### config.mk
export PLATFORM = sky130hd
export DESIGN_NAME = crl_exec
export DESIGN_NICKNAME = d
export VERILOG_FILES = /design/src/crl_pkg.sv /design/src/crl_decode.sv /design/src/crl_exec.sv
export SDC_FILE = /design/constraint.sdc
export NUM_CORES = 1
export LEC_CHECK = 0
export BUFFER_PORTS_ARGS = -buffer_cell sky130_fd_sc_hd__buf_2
export CORE_ASPECT_RATIO = 0.9
export CORE_MARGIN = 5
export CORE_UTILIZATION = 45
export DETAILED_ROUTE_END_ITERATION = 10
export PLACE_DENSITY = 0.78
export SLEW_MARGIN = 20
export SYNTH_ARGS = -nofsm -noshare
export SYNTH_HDL_FRONTEND = slang
export SYNTH_HIERARCHICAL = 1
export SYNTH_SLANG_ARGS = --single-unit
export TNS_END_PERCENT = 50
### constraint.sdc
create_clock -name i_sys_clk -period 2.9 [get_ports i_sys_clk]
set_input_delay 0.145 -clock i_sys_clk [delete_from_list [all_inputs] [get_ports i_sys_clk]]
set_output_delay 0.145 -clock i_sys_clk [all_outputs]
set_load 0.01 [all_outputs]
### src/crl_pkg.sv
// Package for the condition-logic and cache-maintenance execute unit
package crl_pkg;
	localparam int unsigned CRL_INSN_W = 32;
	localparam int unsigned CRL_ADDR_W = 32;
	localparam logic [5:0] CRL_OP_CRLOGIC = 6'h13;
	localparam logic [5:0] CRL_OP_EXT31 = 6'h1F;
	localparam logic [9:0] CRL_XO_OR = 10'h1C1;
	localparam logic [9:0] CRL_XO_ORC = 10'h1A1;
	localparam logic [9:0] CRL_XO_XOR = 10'h0C1;
	localparam logic [9:0] CRL_XO_FLUSH = 10'h056;
	localparam logic [9:0] CRL_XO_INVAL = 10'h1D6;
	localparam logic [9:0] CRL_XO_STORE = 10'h036;
	// Field positions as lsb index in little-endian bit numbering (bit 0 is the lsb)
	localparam int unsigned CRL_POS_PRIMARY = 26;
	localparam int unsigned CRL_POS_TARGET = 21;
	localparam int unsigned CRL_POS_SRCA = 16;
	localparam int unsigned CRL_POS_SRCB = 11;
	localparam int unsigned CRL_POS_XO = 1;
	localparam logic [31:0] CRL_CR_RST = 32'h0000_0000;
	typedef enum logic [1:0] {
		CRL_CMD_NONE = 2'h0,
		CRL_CMD_STORE = 2'h1,
		CRL_CMD_FLUSH = 2'h3,
		CRL_CMD_INVAL = 2'h2
	} crl_cmd_e;
	typedef enum logic [1:0] {
		CRL_ST_IDLE = 2'h0,
		CRL_ST_WAIT = 2'h1
	} crl_state_e;
endpackage

### src/crl_decode.sv
// Instruction word decoder for the execute unit
module crl_decode
	import crl_pkg::*;
(
	// Instruction
	input wire logic [31:0] i_insn,
	// Decoded
	output logic o_is_or,
	output logic o_is_orc,
	output logic o_is_xor,
	output logic [4:0] o_target_cond_bit,
	output logic [4:0] o_first_source_cond_bit,
	output logic [4:0] o_second_source_cond_bit,
	output crl_pkg::crl_cmd_e o_cmd
);
	logic [5:0] primary;
	logic [9:0] xo;

	assign primary = i_insn[CRL_POS_PRIMARY +: 6];
	assign xo = i_insn[CRL_POS_XO +: 10];
	assign o_is_or = (primary == CRL_OP_CRLOGIC) && (xo == CRL_XO_OR);
	assign o_is_orc = (primary == CRL_OP_CRLOGIC) && (xo == CRL_XO_ORC);
	assign o_is_xor = (primary == CRL_OP_CRLOGIC) && (xo == CRL_XO_XOR);
	// Same field slots carry the address register numbers for the cache ops
	assign o_target_cond_bit = i_insn[CRL_POS_TARGET +: 5];
	assign o_first_source_cond_bit = i_insn[CRL_POS_SRCA +: 5];
	assign o_second_source_cond_bit = i_insn[CRL_POS_SRCB +: 5];

	always_comb begin
		o_cmd = CRL_CMD_NONE;
		if (primary == CRL_OP_EXT31) begin
			unique case (xo)
				CRL_XO_FLUSH: o_cmd = CRL_CMD_FLUSH;
				CRL_XO_INVAL: o_cmd = CRL_CMD_INVAL;
				CRL_XO_STORE: o_cmd = CRL_CMD_STORE;
				default: o_cmd = CRL_CMD_NONE;
			endcase
		end
	end
endmodule

### src/crl_exec.sv
// Condition-logic and data-cache maintenance execute unit
module crl_exec
	import crl_pkg::*;
#(
	parameter int unsigned ADDR_W = CRL_ADDR_W
)
(
	// Clock and reset
	input wire logic i_sys_clk,
	input wire logic i_rst,
	// Issue from pipeline
	input wire logic i_issue_valid,
	input wire logic [31:0] i_insn,
	input wire logic i_privileged,
	output logic o_issue_ready,
	// General-purpose register read
	output logic [4:0] o_base_addr_reg,
	output logic [4:0] o_index_addr_reg,
	input wire logic [ADDR_W-1:0] i_base_addr_reg_data,
	input wire logic [ADDR_W-1:0] i_index_addr_reg_data,
	// Condition register
	output logic [31:0] o_cond_reg,
	// Translation and protection
	output logic [ADDR_W-1:0] o_prot_addr,
	output logic o_prot_is_store,
	input wire logic i_prot_ok,
	input wire logic i_direct_store_seg,
	// Data-cache command
	output logic o_dc_req,
	output crl_pkg::crl_cmd_e o_dc_cmd,
	output logic [ADDR_W-1:0] o_dc_addr,
	input wire logic i_dc_present,
	input wire logic i_dc_modified,
	input wire logic i_dc_done,
	// Completion and exceptions
	output logic o_done,
	output logic o_priv_exc,
	output logic o_prot_exc,
	output logic o_xer_we
);
	import crl_pkg::*;

	logic is_or;
	logic is_orc;
	logic is_xor;
	logic [4:0] tgt;
	logic [4:0] srca;
	logic [4:0] srcb;
	crl_cmd_e dec_cmd;
	logic [ADDR_W-1:0] eff_addr;
	logic bit_a;
	logic bit_b;
	logic cr_result;
	logic accept;
	logic cache_go;
	logic [31:0] cond_reg_ff;
	crl_state_e state_ff;
	logic dc_req_ff;
	crl_cmd_e dc_cmd_ff;
	logic [ADDR_W-1:0] dc_addr_ff;
	logic done_ff;
	logic priv_exc_ff;
	logic prot_exc_ff;

	crl_decode u_decode (
		.i_insn(i_insn),
		.o_is_or(is_or),
		.o_is_orc(is_orc),
		.o_is_xor(is_xor),
		.o_target_cond_bit(tgt),
		.o_first_source_cond_bit(srca),
		.o_second_source_cond_bit(srcb),
		.o_cmd(dec_cmd)
	);

	// Bit 0 of the condition register is its msb
	assign bit_a = cond_reg_ff[5'd31 - srca];
	assign bit_b = cond_reg_ff[5'd31 - srcb];

	always_comb begin
		cr_result = 1'b0;
		if (is_or)
			cr_result = bit_a | bit_b;
		else if (is_orc)
			cr_result = bit_a | ~bit_b;
		else if (is_xor)
			cr_result = bit_a ^ bit_b;
	end

	// All three cache ops use the zero-base form of the address sum
	assign o_base_addr_reg = srca;
	assign o_index_addr_reg = srcb;
	assign eff_addr = (srca == 5'd0) ? i_index_addr_reg_data :
		i_base_addr_reg_data + i_index_addr_reg_data;
	assign o_prot_addr = eff_addr;
	// Invalidate is checked as a store, block store as a load
	assign o_prot_is_store = (dec_cmd == CRL_CMD_INVAL);

	assign o_issue_ready = (state_ff == CRL_ST_IDLE);
	assign accept = i_issue_valid && o_issue_ready;
	assign cache_go = accept && (dec_cmd != CRL_CMD_NONE) && i_prot_ok &&
		!i_direct_store_seg &&
		!((dec_cmd == CRL_CMD_INVAL) && !i_privileged);

	// No exception-register write from any op here
	assign o_xer_we = 1'b0;
	assign o_cond_reg = cond_reg_ff;
	assign o_dc_req = dc_req_ff;
	assign o_dc_cmd = dc_cmd_ff;
	assign o_dc_addr = dc_addr_ff;
	assign o_done = done_ff;
	assign o_priv_exc = priv_exc_ff;
	assign o_prot_exc = prot_exc_ff;

	always_ff @(posedge i_sys_clk) begin
		if (i_rst)
			cond_reg_ff <= CRL_CR_RST;
		else if (accept && (is_or || is_orc || is_xor))
			cond_reg_ff[5'd31 - tgt] <= cr_result;
	end

	always_ff @(posedge i_sys_clk) begin
		if (i_rst)
			state_ff <= CRL_ST_IDLE;
		else begin
			unique case (state_ff)
				CRL_ST_IDLE: if (cache_go) state_ff <= CRL_ST_WAIT;
				CRL_ST_WAIT: if (i_dc_done) state_ff <= CRL_ST_IDLE;
				default: state_ff <= CRL_ST_IDLE;
			endcase
		end
	end

	// The cache performs write-back and invalidate as one command
	always_ff @(posedge i_sys_clk) begin
		if (i_rst) begin
			dc_req_ff <= 1'b0;
			dc_cmd_ff <= CRL_CMD_NONE;
			dc_addr_ff <= '0;
		end else if (cache_go) begin
			dc_req_ff <= 1'b1;
			dc_cmd_ff <= dec_cmd;
			dc_addr_ff <= eff_addr;
		end else if (i_dc_done) begin
			dc_req_ff <= 1'b0;
			dc_cmd_ff <= CRL_CMD_NONE;
		end
	end

	always_ff @(posedge i_sys_clk) begin
		if (i_rst) begin
			done_ff <= 1'b0;
			priv_exc_ff <= 1'b0;
			prot_exc_ff <= 1'b0;
		end else begin
			done_ff <= (accept && !cache_go) ||
				((state_ff == CRL_ST_WAIT) && i_dc_done);
			priv_exc_ff <= accept && (dec_cmd == CRL_CMD_INVAL) &&
				!i_privileged;
			prot_exc_ff <= accept && (dec_cmd != CRL_CMD_NONE) &&
				!i_direct_store_seg && !i_prot_ok &&
				!((dec_cmd == CRL_CMD_INVAL) && !i_privileged);
		end
	end

	// Command kinds the cache must act on for present blocks
	logic flush_like;
	assign flush_like = (dc_cmd_ff == CRL_CMD_FLUSH) ||
		(dc_cmd_ff == CRL_CMD_STORE);

	AST_OR_WRITE: assert property (@(posedge i_sys_clk) disable iff (i_rst)
		accept && is_or |=> cond_reg_ff[5'd31 - $past(tgt)] ==
		($past(bit_a) | $past(bit_b)))
		else $error("or result wrong");
	AST_ORC_WRITE: assert property (@(posedge i_sys_clk) disable iff (i_rst)
		accept && is_orc |=> cond_reg_ff[5'd31 - $past(tgt)] ==
		($past(bit_a) | ~$past(bit_b)))
		else $error("orc result wrong");
	AST_XOR_WRITE: assert property (@(posedge i_sys_clk) disable iff (i_rst)
		accept && is_xor |=> cond_reg_ff[5'd31 - $past(tgt)] ==
		($past(bit_a) ^ $past(bit_b)))
		else $error("xor result wrong");
	AST_NO_XER: assert property (@(posedge i_sys_clk) disable iff (i_rst)
		!o_xer_we)
		else $error("exception register written");
	AST_FLUSH_ISSUE: assert property (@(posedge i_sys_clk) disable iff (i_rst)
		cache_go && dec_cmd == CRL_CMD_FLUSH |=>
		dc_req_ff && dc_cmd_ff == CRL_CMD_FLUSH &&
		dc_addr_ff == $past(eff_addr))
		else $error("flush not issued");
	AST_EA_ZERO_BASE: assert property (@(posedge i_sys_clk) disable iff (i_rst)
		cache_go && srca == 5'd0 |=>
		dc_addr_ff == $past(i_index_addr_reg_data))
		else $error("zero base address wrong");
	AST_EA_SUM: assert property (@(posedge i_sys_clk) disable iff (i_rst)
		cache_go && srca != 5'd0 |=> dc_addr_ff ==
		$past(i_base_addr_reg_data) + $past(i_index_addr_reg_data))
		else $error("address sum wrong");
	AST_DIRECT_NOP: assert property (@(posedge i_sys_clk) disable iff (i_rst)
		accept && i_direct_store_seg |=> !dc_req_ff ##1 !dc_req_ff)
		else $error("direct-store access reached cache");
	AST_PRIV: assert property (@(posedge i_sys_clk) disable iff (i_rst)
		accept && dec_cmd == CRL_CMD_INVAL && !i_privileged |=>
		priv_exc_ff && !dc_req_ff && done_ff)
		else $error("unprivileged invalidate not trapped");
	AST_INV_PROT: assert property (@(posedge i_sys_clk) disable iff (i_rst)
		dec_cmd == CRL_CMD_INVAL |-> o_prot_is_store)
		else $error("invalidate not store-checked");
	AST_BUSY_HOLD: assert property (@(posedge i_sys_clk) disable iff (i_rst)
		dc_req_ff && !i_dc_done |=> dc_req_ff && $stable(dc_addr_ff)
		&& $stable(dc_cmd_ff))
		else $error("cache command dropped");
	AST_WB_CMD: assert property (@(posedge i_sys_clk) disable iff (i_rst)
		dc_req_ff && i_dc_present && i_dc_modified |->
		flush_like || dc_cmd_ff == CRL_CMD_INVAL)
		else $error("bad cache command");

	COV_OR: cover property (@(posedge i_sys_clk) accept && is_or);
	COV_FLUSH: cover property (@(posedge i_sys_clk)
		cache_go && dec_cmd == CRL_CMD_FLUSH ##[1:20] i_dc_done);
	COV_INVAL: cover property (@(posedge i_sys_clk)
		cache_go && dec_cmd == CRL_CMD_INVAL);
	COV_PRIV: cover property (@(posedge i_sys_clk) priv_exc_ff);
	COV_STORE: cover property (@(posedge i_sys_clk)
		cache_go && dec_cmd == CRL_CMD_STORE);

	// Any of the three condition-bit operations
	logic is_cr_op;
	assign is_cr_op = is_or || is_orc || is_xor;

	// Decode checked against raw encodings, not the package constants,
	// so a wrong constant cannot hide behind itself
	AST_DEC_OR: assert property (@(posedge i_sys_clk) disable iff (i_rst)
		i_insn[31:26] == 6'h13 && i_insn[10:1] == 10'h1C1 |-> is_or)
		else $error("or not decoded");
	AST_DEC_ORC: assert property (@(posedge i_sys_clk) disable iff (i_rst)
		i_insn[31:26] == 6'h13 && i_insn[10:1] == 10'h1A1 |-> is_orc)
		else $error("orc not decoded");
	AST_DEC_XOR: assert property (@(posedge i_sys_clk) disable iff (i_rst)
		i_insn[31:26] == 6'h13 && i_insn[10:1] == 10'h0C1 |-> is_xor)
		else $error("xor not decoded");
	AST_DEC_FIELDS: assert property (@(posedge i_sys_clk) disable iff (i_rst)
		tgt == i_insn[25:21] && srca == i_insn[20:16] &&
		srcb == i_insn[15:11])
		else $error("bit index fields wrong");
	AST_DEC_FLUSH: assert property (@(posedge i_sys_clk) disable iff (i_rst)
		i_insn[31:26] == 6'h1F && i_insn[10:1] == 10'h056 |->
		dec_cmd == CRL_CMD_FLUSH)
		else $error("flush not decoded");
	AST_DEC_INVAL: assert property (@(posedge i_sys_clk) disable iff (i_rst)
		i_insn[31:26] == 6'h1F && i_insn[10:1] == 10'h1D6 |->
		dec_cmd == CRL_CMD_INVAL)
		else $error("invalidate not decoded");
	AST_DEC_STORE: assert property (@(posedge i_sys_clk) disable iff (i_rst)
		i_insn[31:26] == 6'h1F && i_insn[10:1] == 10'h036 |->
		dec_cmd == CRL_CMD_STORE)
		else $error("block store not decoded");

	// Condition register: only the target bit may move
	AST_CR_OTHERS: assert property (@(posedge i_sys_clk) disable iff (i_rst)
		accept && is_cr_op |=>
		((cond_reg_ff ^ $past(cond_reg_ff)) &
		~(32'h0000_0001 << (5'd31 - $past(tgt)))) == 32'h0000_0000)
		else $error("non-target condition bit changed");
	AST_CR_HOLD: assert property (@(posedge i_sys_clk) disable iff (i_rst)
		!(accept && is_cr_op) |=> $stable(cond_reg_ff))
		else $error("condition register changed without op");
	AST_CR_DONE: assert property (@(posedge i_sys_clk) disable iff (i_rst)
		accept && is_cr_op |=> o_done && !o_priv_exc && !o_prot_exc)
		else $error("condition op not completed");
	AST_CR_NO_REQ: assert property (@(posedge i_sys_clk) disable iff (i_rst)
		accept && is_cr_op |=> !o_dc_req)
		else $error("condition op reached cache");

	// Cache commands
	AST_INVAL_ISSUE: assert property (@(posedge i_sys_clk) disable iff (i_rst)
		cache_go && dec_cmd == CRL_CMD_INVAL |=>
		o_dc_req && o_dc_cmd == CRL_CMD_INVAL)
		else $error("invalidate not issued");
	AST_STORE_ISSUE: assert property (@(posedge i_sys_clk) disable iff (i_rst)
		cache_go && dec_cmd == CRL_CMD_STORE |=>
		o_dc_req && o_dc_cmd == CRL_CMD_STORE)
		else $error("block store not issued");
	AST_STORE_LOAD: assert property (@(posedge i_sys_clk) disable iff (i_rst)
		dec_cmd == CRL_CMD_STORE |-> !o_prot_is_store)
		else $error("block store checked as store");
	AST_PROT_ZERO: assert property (@(posedge i_sys_clk) disable iff (i_rst)
		srca == 5'd0 |-> o_prot_addr == i_index_addr_reg_data)
		else $error("zero base check address wrong");
	AST_PROT_SUM: assert property (@(posedge i_sys_clk) disable iff (i_rst)
		srca != 5'd0 |-> o_prot_addr ==
		i_base_addr_reg_data + i_index_addr_reg_data)
		else $error("summed check address wrong");
	AST_PROT_BLOCK: assert property (@(posedge i_sys_clk) disable iff (i_rst)
		accept && !i_prot_ok |=> !o_dc_req)
		else $error("protection failure reached cache");
	AST_PROT_EXC: assert property (@(posedge i_sys_clk) disable iff (i_rst)
		accept && dec_cmd == CRL_CMD_INVAL && i_privileged &&
		!i_prot_ok && !i_direct_store_seg |=> o_prot_exc && o_done)
		else $error("protection fault not raised");
	AST_PRIV_OK: assert property (@(posedge i_sys_clk) disable iff (i_rst)
		accept && dec_cmd == CRL_CMD_INVAL && i_privileged && i_prot_ok &&
		!i_direct_store_seg |=> o_dc_req && !o_priv_exc)
		else $error("privileged invalidate refused");
	AST_PRIV_ONLY: assert property (@(posedge i_sys_clk) disable iff (i_rst)
		accept && dec_cmd != CRL_CMD_INVAL |=> !o_priv_exc)
		else $error("privilege fault on other op");

	// Completion tracks the cache answer
	AST_BUSY_READY: assert property (@(posedge i_sys_clk) disable iff (i_rst)
		dc_req_ff |-> !o_issue_ready)
		else $error("ready while cache busy");
	AST_NO_EARLY: assert property (@(posedge i_sys_clk) disable iff (i_rst)
		dc_req_ff && !i_dc_done |=> !o_done)
		else $error("done before cache answered");
	AST_CACHE_DONE: assert property (@(posedge i_sys_clk) disable iff (i_rst)
		dc_req_ff && i_dc_done |=> o_done && !o_dc_req && o_issue_ready)
		else $error("cache answer not completed");
	AST_DS_DONE: assert property (@(posedge i_sys_clk) disable iff (i_rst)
		accept && i_direct_store_seg && dec_cmd == CRL_CMD_FLUSH |=>
		o_done && !o_dc_req)
		else $error("direct-store flush not completed");
	AST_XER_CACHE: assert property (@(posedge i_sys_clk) disable iff (i_rst)
		cache_go |=> !o_xer_we)
		else $error("cache op wrote exception register");
endmodule

==> results.sh <==
export IMPL_drc=0
export IMPL_cts_max_level=3
export IMPL_diodes=0
export IMPL_path_common_cell="buf_2"
export IMPL_grt_pass1_vias=5737
export IMPL_post_dp_hpwl_um=13700
export IMPL_worstPathArrival_ns=2.66
export IMPL_die_w_um=127
export IMPL_ys_seq_area_frac=0.255
export IMPL_skew_ns=0.00627
export IMPL_max_stage_delay_ns=0.38
export IMPL_relSlewSlack=0.323
export IMPL_worst_endpoint_required_ns=2.76
export IMPL_cts_tree="done"
export IMPL_drive_above_1_share=0.322
export IMPL_wire_per_inst_um=16.2
export IMPL_worst_pin_slew_ns=1.02
export IMPL_synth_edf_count=0
export IMPL_final_hold_violation_count=0
export IMPL_nFillCells=1160
export IMPL_critPathSlowestCell="a311o_1"
export IMPL_die_area_um2=14700
export IMPL_area_growth_pct=28.8
export IMPL_via_per_inst=5.58
export IMPL_vias=6038
export IMPL_track_usage=0.231
export IMPL_syn_num_nets=862
export IMPL_path_cells="buf_2, ha_1, a21o_1, a211o_1, o221a_2, a41o_1, nand3_2, nand2_1, a311o_1, xnor2_1, o21ai_1, buf_2"
export IMPL_wl_um=17600
export IMPL_synth_common_cells="nand2_1, nor2_1, dfxtp_1"
export IMPL_cts_buffers=9
export IMPL_ys_warn_count=6
export IMPL_synth_top_area_share=0.255
export IMPL_swShare=0.299
export IMPL_gp_congestion=0.928
export IMPL_post_route_period_util=0.967
export IMPL_status="finished, final reports clean"
export IMPL_internal_power_mw=2.18
export IMPL_dp_slack_ns=-0.136
export IMPL_core_rowCount=38
export IMPL_ios=220
export IMPL_synth_async_reset_ratio=0
export IMPL_cts_root_buf="clkbuf_16"
export IMPL_drt_first_pass_iters=5
export IMPL_slew_viol_final=0
export IMPL_power_switching_mw=0.930
export IMPL_fin_util=0.594
export IMPL_numPortBuffers=215
export IMPL_synthTopCellsByArea="dfxtp_1, mux4_2, nand2_1"
export IMPL_ir_drop_mv=0.352
export IMPL_critPathCaptureType="primary output"
export IMPL_synth_cell_type_count=65
export IMPL_crit_type="input port to primary output"
export IMPL_initial_core_util=0.461
export IMPL_hold_class="input port to flop"
export IMPL_die_h_um=116
export IMPL_clock_path_buffers=2
export IMPL_fin_ws_ns=0.0970
export IMPL_worstHoldPathCells=2
export IMPL_synthFlopType="dfxtp_1"
export IMPL_clkSinkCount=71
export IMPL_fin_crit_ns=2.80
export IMPL_yosysTopAreaCell="dfxtp_1"
export IMPL_synthCells=723
export IMPL_yosys_cell_count_top_type="nand2_1"
export IMPL_crit_path_start_kind="input port"
export IMPL_ys_seq_elements=71
export IMPL_first_iter_violations=442
export IMPL_rsz0062_at_grt="true"
export IMPL_avgSynthCellArea_um2=7.70
export IMPL_final_antenna_net_count=0
export IMPL_grt_pass1_wl_um=27700
export IMPL_r2r_cells=11
export IMPL_syn_area_um2=5570
export IMPL_combPwrFrac=0.271
export IMPL_crit_path_max_fanout=4
export IMPL_power_frac_seq=0.313
export IMPL_grt_max_degree=51
export IMPL_nets=1056
export IMPL_setup_viol_count_final=0
export IMPL_p_leak_nw=3.29
export IMPL_path_clk_slew_ns=0.05
export IMPL_max_freq_mhz=357
export IMPL_drv_cap=0
export IMPL_core_um2=12100
export IMPL_antenna_found_initial=0
export IMPL_overflow=0
export IMPL_p_per_area_nw_per_um2=434
export IMPL_worstSkewPairLatency_ns=0.34
export IMPL_clkPwrFrac=0.415
==> cells by family after synthesis <==
group / count (synthesis) / share of synthesized area
compound gates: 165 / 0.187
xor+xnor: 30 / 0.0472
fa+ha+maj: 34 / 0.0778
buf+inv: 61 / 0.0521
flops: 71 / 0.255
mux: 39 / 0.116
other cells: 1 / 0.000674
simple gates: 322 / 0.264
==> critical path, delay by kind of cell <==
kind,cells,cell delay [ns]
buffers and inverters,2,0.25
AOI/OAI and AO/OA,6,1.58
and+or+nand+nor,2,0.20
xor gates and xnor gates,1,0.14
adders and majority gates,1,0.34
==> final cells by class <==
class                      count  area (um^2)  share of cell area
timing repair buffer         240         1290               0.180
multi-input combinational    591         3900               0.543
clock inverter                 7          120              0.0168
tap                          160          200              0.0279
inverter                       4         15.0             0.00209
sequential                    71         1420               0.198
clock buffer                   9          225              0.0314
==> stage by stage <==
step	TNS (ns)	hold WS, ns	instances	area [um^2]	power [mW]
3_3_place_gp	-0.170	0.340	1062	6750	1.81
6_report	0	0.0251	1082	7170	3.11
2_1_floorplan	0	0.221	723	5570	1.54
3_5_place_dp	-0.263	0.341	1062	6750	1.81
4_1_cts	0	0.0108	1080	7140	3.13
5_1_grt	-0.0256	0.0292	1082	7170	3.26
==> path summary, 6_finish.rpt <==
| kind | startpoint | endpoint | slack (ns) |
|---|---|---|---|
| max | i_base_addr_reg_data[4] | o_prot_addr[19] | 0.1 |
| min | i_prot_ok | o_prot_exc$_SDFF_PP0_ | 0.03 |
| max reg2reg | o_cond_reg[8]$_SDFFE_PP0P_ | o_cond_reg[7]$_SDFFE_PP0P_ | 0.28 |
| min reg2reg | o_dc_addr[12]$_SDFFE_PP0P_ | o_dc_addr[12]$_SDFFE_PP0P_ | 0.46 |
==> cells in the final DEF (no fill, tap or decap), types with 5 or more instances in the layout <==
master / count
nor2b_1: 7
nand2b_1: 7
dfxtp_1: 71
ha_1: 32
nand3_1: 21
a21o_1: 17
clkbuf_16: 9
o21ai_0: 24
xor2_1: 14
and2_1: 5
buf_2: 215
o21ai_1: 5
mux4_2: 20
nor2_1: 100
a21oi_1: 65
nand2_1: 117
mux2i_1: 16
buf_4: 22
o21a_1: 10
nor3_1: 20
nand4_1: 8
a31oi_1: 6
xnor2_1: 16
and3_1: 10
==> timing repair <==
action / in CTS / in global routing
resized for setup: 3 / 5
setup buffers: 1 / 2
pin swaps: 2 / 11
endpoints found under the setup margin: 1 / 5
hold endpoints to repair: 1 / 0
hold buffers: 1 / 0
==> power groups by stage <==
stage / logic [mW] / registers [mW] / clock network (mW)
CTS: 0.833 / 0.976 / 1.32
global route: 0.923 / 0.976 / 1.36
finish: 0.845 / 0.976 / 1.29
global placement: 0.813 / 0.998 / 0
detailed placement: 0.815 / 0.998 / 0
floorplan: 0.540 / 0.998 / 0
==> metal layers <==
layer,track usage,wire length (um),vias up
met3,0.0627,1570,25
met2,0.388,8170,248
met4,0.0500,216,0
li1,-,-,2952
met1,0.299,7610,2813
met5,0,0,-
Power figures use the tool's default switching activity.
